==> src/ppc_pkg.sv <==
package ppc_pkg;
    localparam logic [3:0] PAGE_CFG = 4'hf;
    localparam logic [3:0] PAGE_LATCH = 4'h0;
    localparam logic [7:0] ADDR_P2_DRIVE = 8'h9b;
    localparam logic [7:0] ADDR_P2_SKIP = 8'hc7;
    localparam logic [7:0] ADDR_PORT3_LATCH = 8'he1;
    localparam logic [7:0] ADDR_PORT3_INMODE = 8'hef;
    localparam logic [7:0] ADDR_PORT3_OUTMODE = 8'hdf;
    localparam logic [7:0] RST_P2_DRIVE = 8'h00;
    localparam logic [7:0] RST_P2_SKIP = 8'h00;
    localparam logic [7:0] RST_PORT3_LATCH = 8'hff;
    localparam logic [7:0] RST_PORT3_INMODE = 8'hff;
    localparam logic [7:0] RST_PORT3_OUTMODE = 8'h00;
    localparam logic [7:0] RD_UNMAPPED = 8'h00;

    // Register bus request from the core.
    typedef struct packed {
        logic [3:0] page;
        logic [7:0] addr;
        logic wr;
        logic rd;
        logic [7:0] wdata;
    } ppc_req_t;

    // All state of the port block.
    typedef struct packed {
        logic [7:0] p2_skip;
        logic [7:0] p2_drive;
        logic [7:0] port3_latch;
        logic [7:0] port3_inmode;
        logic [7:0] port3_outmode;
        logic [7:0] rdata;
        logic rvalid;
        logic [7:0] pin_o;
        logic [7:0] pin_oe;
    } ppc_state_t;
endpackage

==> src/ppc_port.sv <==
`timescale 1ns/1ps
// Port 2 configuration bits and port 3 latch and modes behind the paged register bus.
// Every output is a flop of the state struct, so pads never see a decode glitch.
module ppc_port (
    input wire logic sys_clk_i, // 40 MHz core clock.
    input wire logic rst_b_i, // Synchronous reset, active low.
    input wire ppc_pkg::ppc_req_t req_i, // Register bus request.
    output logic [7:0] rdata_o, // Read data, valid with rvalid_o.
    output logic rvalid_o, // One-cycle pulse marking read data.
    input wire logic [7:0] port3_pin_i, // Sampled level at each port 3 pin.
    output logic [7:0] port3_pin_o, // Port 3 pin output level.
    output logic [7:0] port3_pin_oe_o, // Port 3 pin output enable, high drives.
    output logic [7:0] p2_skip_o, // Port 2 crossbar skip, 1 skips pin.
    output logic [7:0] p2_drive_high_o, // Port 2 high drive select.
    output logic [7:0] port3_digital_o // Port 3 digital mode, 0 is analog.
);

    // Registered state and the copy that the combinational process fills.
    ppc_pkg::ppc_state_t st;
    ppc_pkg::ppc_state_t next_st;

    // Address match on page and address together.
    // The page keeps the latch apart from configuration registers that share the space.
    function automatic logic hit(input ppc_pkg::ppc_req_t r, input logic [3:0] pg,
                                 input logic [7:0] ad);
        hit = (r.page == pg) && (r.addr == ad);
    endfunction

    // New latch value: digital pins take the written bit, analog pins keep theirs.
    function automatic logic [7:0] merge_latch(input logic [7:0] wd,
                                               input logic [7:0] old,
                                               input logic [7:0] dig);
        merge_latch = (wd & dig) | (old & ~dig);
    endfunction

    // Pad enable on a digital pin: low always drives, high drives only in push-pull.
    // An analog pin is never driven, so the pad stays free for the analog path.
    function automatic logic [7:0] pad_enable(input logic [7:0] lat,
                                              input logic [7:0] dig,
                                              input logic [7:0] pp);
        pad_enable = dig & (~lat | pp);
    endfunction

    // Register writes, read mux and pad drive for the next cycle.
    always_comb begin
        next_st = st;
        next_st.rvalid = 1'b0;

        // Writes; an address that matches nothing is ignored.
        if (req_i.wr) begin
            if (hit(req_i, ppc_pkg::PAGE_CFG, ppc_pkg::ADDR_P2_SKIP)) begin
                next_st.p2_skip = req_i.wdata;
            end else if (hit(req_i, ppc_pkg::PAGE_CFG, ppc_pkg::ADDR_P2_DRIVE)) begin
                next_st.p2_drive = req_i.wdata;
            end else if (hit(req_i, ppc_pkg::PAGE_LATCH, ppc_pkg::ADDR_PORT3_LATCH)) begin
                // Analog pins keep their old latch bit.
                next_st.port3_latch = merge_latch(req_i.wdata, st.port3_latch,
                                                  st.port3_inmode);
            end else if (hit(req_i, ppc_pkg::PAGE_CFG, ppc_pkg::ADDR_PORT3_INMODE)) begin
                next_st.port3_inmode = req_i.wdata;
            end else if (hit(req_i, ppc_pkg::PAGE_CFG, ppc_pkg::ADDR_PORT3_OUTMODE)) begin
                next_st.port3_outmode = req_i.wdata;
            end
        end

        // Reads look at the current state, so a write in the same cycle shows next time.
        if (req_i.rd) begin
            next_st.rvalid = 1'b1;
            if (hit(req_i, ppc_pkg::PAGE_CFG, ppc_pkg::ADDR_P2_SKIP)) begin
                next_st.rdata = st.p2_skip;
            end else if (hit(req_i, ppc_pkg::PAGE_CFG, ppc_pkg::ADDR_P2_DRIVE)) begin
                next_st.rdata = st.p2_drive;
            end else if (hit(req_i, ppc_pkg::PAGE_LATCH, ppc_pkg::ADDR_PORT3_LATCH)) begin
                // Pin level, not latch; analog pins read as zero.
                next_st.rdata = port3_pin_i & st.port3_inmode;
            end else if (hit(req_i, ppc_pkg::PAGE_CFG, ppc_pkg::ADDR_PORT3_INMODE)) begin
                next_st.rdata = st.port3_inmode;
            end else if (hit(req_i, ppc_pkg::PAGE_CFG, ppc_pkg::ADDR_PORT3_OUTMODE)) begin
                next_st.rdata = st.port3_outmode;
            end else begin
                next_st.rdata = ppc_pkg::RD_UNMAPPED; // Unmapped reads return zero.
            end
        end

        // Pad drive follows the new latch and modes, so it changes with the register.
        next_st.pin_o = next_st.port3_latch;
        next_st.pin_oe = pad_enable(next_st.port3_latch, next_st.port3_inmode,
                                    next_st.port3_outmode);

        // Reset wins over any request in the same cycle.
        if (!rst_b_i) begin
            next_st.p2_skip = ppc_pkg::RST_P2_SKIP;
            next_st.p2_drive = ppc_pkg::RST_P2_DRIVE;
            next_st.port3_latch = ppc_pkg::RST_PORT3_LATCH;
            next_st.port3_inmode = ppc_pkg::RST_PORT3_INMODE;
            next_st.port3_outmode = ppc_pkg::RST_PORT3_OUTMODE;
            next_st.rdata = ppc_pkg::RD_UNMAPPED;
            next_st.rvalid = 1'b0;
            next_st.pin_o = ppc_pkg::RST_PORT3_LATCH;
            next_st.pin_oe = 8'h00; // Open-drain high floats after reset.
        end
    end

    // Single state register; reset is folded into next_st.
    always_ff @(posedge sys_clk_i) begin
        st <= next_st;
    end

    // Outputs straight from the state flops.
    assign rdata_o = st.rdata;
    assign rvalid_o = st.rvalid;
    assign port3_pin_o = st.pin_o;
    assign port3_pin_oe_o = st.pin_oe;
    assign p2_skip_o = st.p2_skip;
    assign p2_drive_high_o = st.p2_drive;
    assign port3_digital_o = st.port3_inmode;

    // Reset values of skip, drive, input mode and latch, the pads and the read strobe.
    a_skip_reset: assert property (@(posedge sys_clk_i) !rst_b_i |=> p2_skip_o == 8'h00)
        else $error("skip not cleared by reset");

    a_latch_reset: assert property (@(posedge sys_clk_i) !rst_b_i |=> st.port3_latch == 8'hff
        && port3_digital_o == 8'hff && p2_drive_high_o == 8'h00)
        else $error("reset values wrong");

    a_pad_reset: assert property (@(posedge sys_clk_i) !rst_b_i |=> port3_pin_oe_o == 8'h00
        && port3_pin_o == 8'hff && !rvalid_o)
        else $error("pads not released by reset");

    // Writes land one edge after they are taken: on the outputs, or in st for the output mode.
    a_drive_write: assert property (@(posedge sys_clk_i) disable iff (!rst_b_i)
        req_i.wr && req_i.page == 4'hf && req_i.addr == 8'h9b
        |=> p2_drive_high_o == $past(req_i.wdata))
        else $error("drive write not stored");

    a_skip_write: assert property (@(posedge sys_clk_i) disable iff (!rst_b_i)
        req_i.wr && req_i.page == 4'hf && req_i.addr == 8'hc7
        |=> p2_skip_o == $past(req_i.wdata))
        else $error("skip write not stored");

    a_inmode_write: assert property (@(posedge sys_clk_i) disable iff (!rst_b_i)
        req_i.wr && req_i.page == 4'hf && req_i.addr == 8'hef
        |=> port3_digital_o == $past(req_i.wdata))
        else $error("input mode write not stored");

    a_outmode_write: assert property (@(posedge sys_clk_i) disable iff (!rst_b_i)
        req_i.wr && req_i.page == 4'hf && req_i.addr == 8'hdf
        |=> st.port3_outmode == $past(req_i.wdata))
        else $error("output mode write not stored");

    // Latch read gives the pin level, masked to the digital pins.
    a_latch_read: assert property (@(posedge sys_clk_i) disable iff (!rst_b_i)
        req_i.rd && req_i.page == 4'h0 && req_i.addr == 8'he1
        |=> rvalid_o && rdata_o == ($past(port3_pin_i) & $past(st.port3_inmode)))
        else $error("latch read not pin level");

    // The read strobe is a single-cycle pulse; without a read it stays low.
    a_rvalid_pulse: assert property (@(posedge sys_clk_i) disable iff (!rst_b_i)
        !req_i.rd |=> !rvalid_o)
        else $error("read valid without read");

    a_unmapped_read: assert property (@(posedge sys_clk_i) disable iff (!rst_b_i)
        req_i.rd && req_i.page == 4'hf && req_i.addr == 8'h00
        |=> rvalid_o && rdata_o == 8'h00)
        else $error("unmapped read not zero");

    // Analog pins keep their latch bit across a latch write.
    a_analog_hold: assert property (@(posedge sys_clk_i) disable iff (!rst_b_i)
        req_i.wr && req_i.page == 4'h0 && req_i.addr == 8'he1
        |=> ((st.port3_latch ^ $past(st.port3_latch)) & ~$past(st.port3_inmode)) == 8'h00)
        else $error("analog pin latch changed");

    // Pad drive against latch and modes.
    a_low_drives: assert property (@(posedge sys_clk_i) disable iff (!rst_b_i)
        ##1 ((~st.port3_latch & st.port3_inmode & ~port3_pin_oe_o) == 8'h00))
        else $error("low latch not driven");

    a_open_float: assert property (@(posedge sys_clk_i) disable iff (!rst_b_i)
        ##1 ((st.port3_latch & ~st.port3_outmode & port3_pin_oe_o) == 8'h00))
        else $error("open-drain high driven");

    a_pushpull_high: assert property (@(posedge sys_clk_i) disable iff (!rst_b_i)
        ##1 ((st.port3_latch & st.port3_outmode & port3_digital_o
        & ~port3_pin_oe_o) == 8'h00))
        else $error("push-pull high not driven");

    a_analog_free: assert property (@(posedge sys_clk_i) disable iff (!rst_b_i)
        ##1 ((~port3_digital_o & port3_pin_oe_o) == 8'h00))
        else $error("analog pin driven");

    a_pin_level: assert property (@(posedge sys_clk_i) disable iff (!rst_b_i)
        ##1 (port3_pin_o == st.port3_latch))
        else $error("pin level differs from latch");

    // Main scenarios worth seeing at least once.
    c_latch_write: cover property (@(posedge sys_clk_i) disable iff (!rst_b_i)
        req_i.wr && req_i.page == 4'h0 && req_i.addr == 8'he1);

    c_pushpull_high: cover property (@(posedge sys_clk_i) disable iff (!rst_b_i)
        |(st.port3_latch & st.port3_outmode & port3_pin_oe_o));

    c_analog_pin: cover property (@(posedge sys_clk_i) disable iff (!rst_b_i)
        port3_digital_o != 8'hff);

    c_write_read: cover property (@(posedge sys_clk_i) disable iff (!rst_b_i)
        req_i.wr && req_i.rd);

    c_skip_set: cover property (@(posedge sys_clk_i) disable iff (!rst_b_i)
        |p2_skip_o);

    // Limitation: the drive and skip bits are handed on as flags only;
    // the pad strength itself and the crossbar's choice of pins live outside this block.
    // Trade-off: reads always return the registered value one cycle later,
    // which costs a cycle of latency but keeps the read data free of pin glitches.
    // A read of the latch while a write to it is taken sees the pins before the write.
    // Bits of an analog pin read as zero, so software cannot mistake noise for a level.

endmodule

==> config.mk <==
export PLATFORM = sky130hd
export DESIGN_NAME = ppc_port
export DESIGN_NICKNAME = d
export VERILOG_FILES = /design/src/ppc_pkg.sv /design/src/ppc_port.sv
export SDC_FILE = /design/constraint.sdc
export NUM_CORES = 1
export LEC_CHECK = 0
export ABC_AREA = 1
export ABC_CLOCK_PERIOD_IN_PS = 1700
export CORE_AREA = 2 2 95 97
export CTS_CLUSTER_DIAMETER = 40
export DETAILED_ROUTE_END_ITERATION = 10
export DIE_AREA = 0 0 97 99
export DONT_BUFFER_PORTS = 1
export GPL_TIMING_DRIVEN = 0
export SLEW_MARGIN = 40
export SYNTH_ARGS = -nofsm -noshare
export SYNTH_HDL_FRONTEND = slang
export SYNTH_SLANG_ARGS = --single-unit
==> constraint.sdc <==
create_clock -name sys_clk_i -period 1.7 [get_ports sys_clk_i]
set_input_delay 0.17 -clock sys_clk_i [delete_from_list [all_inputs] [get_ports sys_clk_i]]
set_output_delay 0.17 -clock sys_clk_i [all_outputs]
set_load 0.02 [all_outputs]
; ---- Yosys cells after proc, flatten, opt, wreduce, memory -nomap -nowiden
; Cells that the tools add are included.
[op_classes]
n_mux = 14
bitwise = 9
n_eq_ne = 6
n_reduce_logical = 8
[op_table]
columns = op, n
row1 = $mux 24, 3
row2 = $mux 8, 9
row3 = $eq 8x8->1 const B, 5
row4 = $and 8x8->8, 4
row5 = $mux 16, 1
row6 = $not 8->8, 2
row7 = $or 8x8->8, 2
row8 = $logic_and 1x1->1, 5
row9 = $eq 4x4->1 const B, 1
row10 = $logic_not 4->1, 1
row11 = $reduce_and 3->1, 1
row12 = $reduce_and 2->1, 1
row13 = $mux 1, 1
row14 = $not 1->1, 1
[totals]
word_cells = 45
input_bits = 32
out_inout_bits = 49
reg_bits = 57

; ---- Depth between registers and ports, before layout
; Gate-level depths: netlist of run 1.
[logic_depth]
depth_word = 11
depth_mapped = 11
depth_no_buf = 11

; ---- Worst setup path before layout of run 1
; No wires, ideal clock.
[synth_timing]
kind = input port to flip-flop
start = input req_i[9] (netlist name)
end = register st (netlist bit port3_pin_oe_o[5])
setup_time_ps = 121
setup_slack_ps = 402
arrival_time_ps = 1177
path_buffers = 2
path_stages = 5
t_required_ps = 1579
path_cell_list = buf_2 > inv_2 > clkbuf_1 > mux2i_1 > a21oi_2
[synth_between]
elab_chain_cells = 4
[synth_rtl]
columns = item, line_no
row1 = "start, declared", ppc_port.sv:7  ; input wire ppc_pkg::ppc_req_t req_i,
row2 = $mux 24 (*), ppc_port.sv:50  ; if (req_i.wr) begin
row3 = $not 8->8, ppc_port.sv:41  ; pad_enable = dig & (~lat | pp);
row4 = $or 8x8->8, ppc_port.sv:41
row5 = $and 8x8->8 (*), ppc_port.sv:41
row6 = "end signal, assigned", ppc_port.sv:106  ; st <= next_st;
row7 = "end, declared", ppc_port.sv:19  ; ppc_pkg::ppc_state_t st;
; Mark *: on every way between the ends. The rest lies on a longest branch, timed or not.
; A chain may end at the register's enable or synchronous reset.

; ---- Worst setup path after layout of run 1
; Same ends and word-level chain as after synthesis.

==> impl_metrics.env, run 1 <==
export IMPL_post_dp_hpwl_um=6810
export IMPL_cpPeakStageDelay_ns=0.52
export IMPL_min_path_type="in -> reg"
export IMPL_crit_slowest_cell="sky130_fd_sc_hd__clkbuf_1"
export IMPL_synth_warnings=0
export IMPL_wire_length_of_the_first_global_routing_pass_um=14700
export IMPL_n_antenna_cell=0
export IMPL_hold_fails_final_rpt=0
export IMPL_drt_first_iter_violations=165
export IMPL_overall_routed_net_length_um=8880
export IMPL_multi_input_gate_area_in_the_final_layout_um2=1640
export IMPL_layout_filler_cells=914
export IMPL_wire_per_inst_um=14.4
export IMPL_layout_min_cycle_time_ns=1.32
export IMPL_timing_final_max_slew_violations=0
export IMPL_setup_total_negative_slack_ns=0
export IMPL_chipWidth_um=97
export IMPL_cts_sink_count=57
export IMPL_yosysUniqueCellTypes=32
export IMPL_drt_pre_antenna_iters=5
export IMPL_initial_core_util_pct=39.6
export IMPL_grt_setup_unrepaired="false"
export IMPL_worst_path_max_fanout=10
export IMPL_clock_root_buffer="sky130_fd_sc_hd__clkbuf_8"
export IMPL_timing_critical_path_arrival_ns=1.54
export IMPL_ys_seq_elements=57
export IMPL_period_share_pct=77.7
export IMPL_timing_hold_worst_path_depth=2
export IMPL_grt_antenna_before_repair=0
export IMPL_mappedNetlistNets=524
export IMPL_pwr_density_nw_per_um2=834
export IMPL_tritoncts="yes"
export IMPL_cp_data_required_time_ns=1.92
export IMPL_cts_hold_buf=0
export IMPL_globalRouteTotalUtil_pct=19.1
export IMPL_tightestPinTransition_ns=0.625
export IMPL_clockBufferDepth=2
export IMPL_tritoncts_num_buffers=9
export IMPL_setup_worst_path_start_class="primary input"
export IMPL_syn_cell_area_um2=3380
export IMPL_route_vias_total=3077
export IMPL_critical_path_cell_chain="buf_2, inv_2, clkbuf_1, mux2i_1, a21oi_2"
export IMPL_syn_to_final_growth_pct=10.1
export IMPL_post_cts_setup_buffers=0
export IMPL_final_antenna_net_count=0
export IMPL_final_setup_fails=0
export IMPL_utilization_pct=43.6
export IMPL_worst_skew_pair_late_latency_ns=0.34
export IMPL_gp_congestion=0.868
export IMPL_ctsHtreeMaxLevel=3
export IMPL_relSlewSlack_pct=58.4
export IMPL_outcome="completed"
export IMPL_synth_seq_area_share_pct=33.7
export IMPL_r2r_worst_path_cells=7
export IMPL_place_port_buffers=0
export IMPL_irDropWorstVdd_mv=0.486
export IMPL_synth_avg_cell_area_um2=6.88
export IMPL_layout_cells_most_common="sky130_fd_sc_hd__nand2_1"
export IMPL_post_route_cells_drive_above_1_share_pct=20.1
export IMPL_ff_latch_area_um2=1140
export IMPL_setup_worst_path_end_class="register"
export IMPL_nets=535
export IMPL_layout_common_cells="157 x sky130_fd_sc_hd__nand2_1, 57 x sky130_fd_sc_hd__dfxtp_1, 53 x sky130_fd_sc_hd__buf_4, 46 x sky130_fd_sc_hd__nor2_1, 26 x sky130_fd_sc_hd__inv_1"
export IMPL_via_count_of_the_first_global_routing_pass=3016
export IMPL_die_h_um=99
export IMPL_max_freq_ghz=0.757
export IMPL_num_io_pins=81
export IMPL_rows=34
export IMPL_p_leak_nw=1.81
export IMPL_clkTransAtPathRegs_ns=0.07
export IMPL_core_area_um2=8550
export IMPL_worstSetupPathType="in -> reg"
export IMPL_total_congestion_overflow_after_global_routing=0
export IMPL_fin_skew_ns=0.0106
export IMPL_die_area_um2=9600
export IMPL_post_route_drc_count=0
export IMPL_grt_start_max_net_pins=11
export IMPL_cap_violations=0
export IMPL_post_cts_resized_instances=0
export IMPL_per_cell_via_count_in_the_routed_design=5.00
export IMPL_synthCells=492
-- report_power, final --
group / switching (W) / internal [W]
Sequential: 0.0000391 / 0.00137
Combinational: 0.000242 / 0.000128
Clock: 0.000527 / 0.000796
Total: 0.000807 / 0.00230
-- critical path, delay by kind of cell --
kind                   cells  cell delay, ns
buffers and inverters      3            0.89
multiplexers               1            0.38
AO/OA/AOI/OAI              1            0.10
-- sequential cells by signal, summed over array words and instances (netlist names) --
register	flops
st	16
p2_drive_high_o	8
p2_skip_o	8
port3_digital_o	8
port3_pin_oe_o	8
rdata_o	8
rvalid_o	1
-- per-stage QoR --
step	cell area (µm²)	instances	total power (W)	worst slack, ns	hold slack (ns)
finish	3730	616	0.00311	0.380	0.0403
global placement	3520	600	0.00181	0.0395	0.391
global route	3730	616	0.00323	0.278	0.0540
floorplan	3380	492	0.00174	0.402	0.353
CTS	3730	616	0.00314	0.375	0.0369
detailed placement	3520	600	0.00181	0.0130	0.397
-- per-layer routing --
| metal | track usage, % | up-vias | part of all wire [%] |
|---|---|---|---|
| li1 | - | 1571 | - |
| met1 | 23.8 | 1393 | 47 |
| met2 | 32.3 | 103 | 46 |
| met3 | 4.82 | 10 | 5.8 |
| met4 | 6.61 | 0 | 1.3 |
| met5 | 0 | - | 0 |
-- cell families (layout without fill, tap and decap cells) --
| kind of cell | count (synthesis) | count (layout) | share of synthesized area [%] |
|---|---|---|---|
| AND/OR/NAND/NOR | 267 | 267 | 36.0 |
| flip-flops | 57 | 57 | 33.7 |
| buffers and inverters | 97 | 113 | 17.7 |
| multiplexers | 8 | 8 | 2.37 |
| AO/OA/AOI/OAI | 63 | 63 | 10.2 |
-- final timing paths --
kind | from | end | slack, ns
hold reg to reg | rdata_o[7] | rdata_o[7] | 0.47
setup reg to reg | port3_digital_o[5] | port3_pin_oe_o[5] | 0.56
setup / recovery | req_i[9] | port3_pin_oe_o[5] | 0.38
hold / removal | rst_b_i | rdata_o[3] | 0.04
-- synthesized netlist by cell type --
library cell               instances  share of area (%)
sky130_fd_sc_hd__nand4_1          24                4.4
sky130_fd_sc_hd__a21oi_1          22                3.3
sky130_fd_sc_hd__nor2_1           46                5.1
sky130_fd_sc_hd__and3_1            1               0.19
sky130_fd_sc_hd__and2_0            1               0.19
sky130_fd_sc_hd__nor2_4            2               0.67
sky130_fd_sc_hd__buf_2             6               0.89
sky130_fd_sc_hd__buf_4            53                 12
sky130_fd_sc_hd__inv_2             2               0.22
sky130_fd_sc_hd__nand2_1         157                 17
sky130_fd_sc_hd__o21ai_0          18                2.7
sky130_fd_sc_hd__a21oi_2           1               0.26
sky130_fd_sc_hd__clkinv_1          1               0.11
sky130_fd_sc_hd__nand3_1          19                2.8
sky130_fd_sc_hd__inv_1            26                2.9
sky130_fd_sc_hd__dfxtp_1          57                 34
sky130_fd_sc_hd__nor2_8            1               0.59
sky130_fd_sc_hd__nand3_4           3                1.6
sky130_fd_sc_hd__mux2i_1           8                2.4
sky130_fd_sc_hd__clkbuf_1          4               0.44
sky130_fd_sc_hd__nor3_4            1               0.48
sky130_fd_sc_hd__nand2_4           2               0.67
sky130_fd_sc_hd__clkbuf_4          1               0.22
sky130_fd_sc_hd__nor3_2            2               0.59
sky130_fd_sc_hd__nor4_1            1               0.19
sky130_fd_sc_hd__clkbuf_2          1               0.15
sky130_fd_sc_hd__nand2_2           2               0.37
sky130_fd_sc_hd__buf_6             3                1.0
sky130_fd_sc_hd__o21ai_1          15                2.2
sky130_fd_sc_hd__nor3_1            4               0.59
sky130_fd_sc_hd__o21ai_2           7                1.8
sky130_fd_sc_hd__nor2_2            1               0.19
-- area by class of cell --
type | instances | area share (%)
Inverter | 29 | 2.92
Buffer | 68 | 13.1
Multi-Input combinational cell | 338 | 44.1
Tap cell | 108 | 3.63
Sequential cell | 57 | 30.6
Clock buffer | 14 | 4.63
Clock inverter | 2 | 0.940
No activity file was read; power rests on OpenSTA's default activity.
==> inputs of run 2 (changes only) <==
--- a/config.mk
+++ b/config.mk
@@ -6,7 +6,7 @@
 export NUM_CORES = 1
 export LEC_CHECK = 0
 export ABC_AREA = 1
-export ABC_CLOCK_PERIOD_IN_PS = 1700
+export ABC_CLOCK_PERIOD_IN_PS = 1200
 export CORE_AREA = 2 2 95 97
 export CTS_CLUSTER_DIAMETER = 40
 export DETAILED_ROUTE_END_ITERATION = 10
==> constraint.sdc (replaced) <==
create_clock -name sys_clk_i -period 1.2 [get_ports sys_clk_i]
set_input_delay 0.12 -clock sys_clk_i [delete_from_list [all_inputs] [get_ports sys_clk_i]]
set_output_delay 0.12 -clock sys_clk_i [all_outputs]
set_load 0.02 [all_outputs]
==> impl_metrics.env, run 2 (synthesis gave the netlist of run 1 again) <==
export IMPL_route_vias_total=3059
export IMPL_wire_length_of_the_first_global_routing_pass_um=14500
export IMPL_design_area_um2=3730
export IMPL_irDropWorstVdd_mv=0.639
export IMPL_relSlewSlack_pct=56.1
export IMPL_overall_routed_net_length_um=8700
export IMPL_cp_data_required_time_ns=1.47
export IMPL_net_switching_power_w=0.00117
export IMPL_power_frac_seq_pct=49.6
export IMPL_initial_core_util_pct=39.6
export IMPL_layout_min_cycle_time_ns=1.12
export IMPL_cp_common_cell="sky130_fd_sc_hd__nor2_1"
export IMPL_gp_congestion=0.872
export IMPL_drt_pre_antenna_iters=5
export IMPL_clkTransAtPathRegs_ns=0.07
export IMPL_detailed_place_area_um2=3530
export IMPL_switching_share_pct=28.9
export IMPL_share_clk_of_total_power_pct=37.1
export IMPL_whs_ns=0.0437
export IMPL_tightestPinTransition_ns=0.659
export IMPL_worst_skew_pair_late_latency_ns=0.33
export IMPL_per_cell_via_count_in_the_routed_design=4.95
export IMPL_hold_fails_final_rpt=0
export IMPL_grt_antenna_before_repair=0
export IMPL_setup_worst_path_end_class="register"
export IMPL_pwr_density_nw_per_um2=1080
export IMPL_ctsHtreeMaxLevel=3
export IMPL_regMostFlops="st"
export IMPL_final_antenna_net_count=0
export IMPL_timing_hold_worst_path_depth=2
export IMPL_setup_worst_path_start_class="primary input"
export IMPL_max_freq_ghz=0.894
export IMPL_r2r_setup_slack_ns=0.12
export IMPL_core_area_um2=8550
export IMPL_drt_first_iter_violations=168
export IMPL_clockBufferDepth=2
export IMPL_globalRouteTotalUtil_pct=18.9
export IMPL_setup_total_negative_slack_ns=0
export IMPL_n_antenna_cell=0
export IMPL_grt_start_max_net_pins=11
export IMPL_numPlacedInstances=600
export IMPL_r2r_worst_path_cells=7
export IMPL_crit_slowest_cell="sky130_fd_sc_hd__buf_2"
export IMPL_critical_path_cell_chain="inv_1, nand2_4, nor2_8, nand3_4, buf_2, nor2_1, nor2_1, nand3_1, nand2_1, a21oi_1"
export IMPL_chipWidth_um=97
export IMPL_cap_violations=0
export IMPL_timing_critical_path_arrival_ns=1.39
export IMPL_rr_startpoint="port3_digital_o[4]"
export IMPL_period_share_pct=93.2
export IMPL_nets=537
export IMPL_p_leak_nw=1.80
export IMPL_rows=34
export IMPL_total_congestion_overflow_after_global_routing=0
export IMPL_fin_skew_ns=0.0108
export IMPL_tritoncts_num_buffers=9
export IMPL_place_port_buffers=0
export IMPL_die_area_um2=9600
export IMPL_wire_per_inst_um=14.1
export IMPL_comb_power_share_pct=13.3
export IMPL_tritoncts="yes"
export IMPL_largest_reg_flops=16
export IMPL_utilization_pct=43.7
export IMPL_worstSetupPathType="in -> reg"
export IMPL_syn_to_final_growth_pct=10.4
export IMPL_layout_common_cells="157 x sky130_fd_sc_hd__nand2_1, 52 x sky130_fd_sc_hd__buf_4, 50 x sky130_fd_sc_hd__dfxtp_1, 44 x sky130_fd_sc_hd__nor2_1, 26 x sky130_fd_sc_hd__inv_1"
export IMPL_post_dp_hpwl_um=6760
export IMPL_via_count_of_the_first_global_routing_pass=2962
export IMPL_cpPeakStageDelay_ns=0.23
export IMPL_outcome="completed"
export IMPL_num_io_pins=81
export IMPL_min_path_type="in -> reg"
export IMPL_timing_final_max_slew_violations=0
export IMPL_clock_root_buffer="sky130_fd_sc_hd__clkbuf_8"
export IMPL_final_cells=618
export IMPL_internal_power_w=0.00287
export IMPL_cts_sink_count=57
export IMPL_hold_path_startpoint="req_i[5]"
export IMPL_die_h_um=99
export IMPL_worst_path_max_fanout=10
export IMPL_layout_cells_most_common="sky130_fd_sc_hd__nand2_1"
export IMPL_final_setup_fails=0
export IMPL_post_route_drc_count=0
export IMPL_hold_path_endpoint="p2_skip_o[5]"
export IMPL_crit_reg2reg_capture="port3_pin_oe_o[4]"
export IMPL_post_route_cells_drive_above_1_share_pct=22.4
export IMPL_grt_setup_unrepaired="false"
## run 2: through the flow
step / setup WS [ns] / power (W)
finish: 0.0815 / 0.00404
global route: 0.00296 / 0.00425
CTS: 0.0610 / 0.00408
detailed placement: -0.253 / 0.00257
global placement: -0.238 / 0.00256
floorplan: 0.00119 / 0.00247
## run 2: worst max-delay path by stage
stage	from	end	slack, ns	cells past startpoint
final	req_i[14]	rdata_o[4]	0.08	10
after global routing	req_i[15]	port3_pin_oe_o[3]	0.003	9
after CTS	port3_digital_o[0]	port3_pin_oe_o[0]	0.06	7
after detailed placement	req_i[14]	rdata_o[4]	-0.25	10
after global placement	req_i[13]	rdata_o[4]	-0.24	10
after floorplan	req_i[16]	p2_drive_high_o[6]	0.001	9
## run 2: cell type report
cell class | count | area, µm²
fill | 920 | 4820
multi-input combinational | 338 | 1660
sequential | 57 | 1150
buffer | 68 | 495
tap | 108 | 135
clock buffer | 10 | 128
inverter | 29 | 109
clock inverter | 6 | 35.0
timing repair buffer | 2 | 20.0
## run 2: per-layer routing
| metal | vias to the layer above | wire length [µm] | track usage (%) |
|---|---|---|---|
| met2 | 96 | 3950 | 31.1 |
| met1 | 1368 | 4070 | 24.3 |
| li1 | 1582 | - | - |
| met4 | 0 | 159 | 7.80 |
| met3 | 13 | 527 | 3.90 |
| met5 | - | 0 | 0 |
## run 2: critical path: cells and delay by family
family	cells	cell delay (ns)
buffers and inverters	2	0.30
AOI/OAI and AO/OA	1	0.11
and+or+nand+nor	7	0.85
## run 2: what timing repair did
action,4_1_cts,5_1_grt
endpoints found under the hold margin,7,0
buffers inserted,0,0
hold buffers,2,0
setup endpoints to repair,0,17
gates resized for setup,0,12
## run 2: power by group through the flow
stage          registers, W  clock network (W)  logic (W)
2_1_floorplan       0.00203                  0   0.000444
3_3_place_gp        0.00204                  0   0.000517
3_5_place_dp        0.00204                  0   0.000526
4_1_cts             0.00200            0.00154   0.000534
5_1_grt             0.00201            0.00164   0.000600
6_report            0.00201            0.00150   0.000536
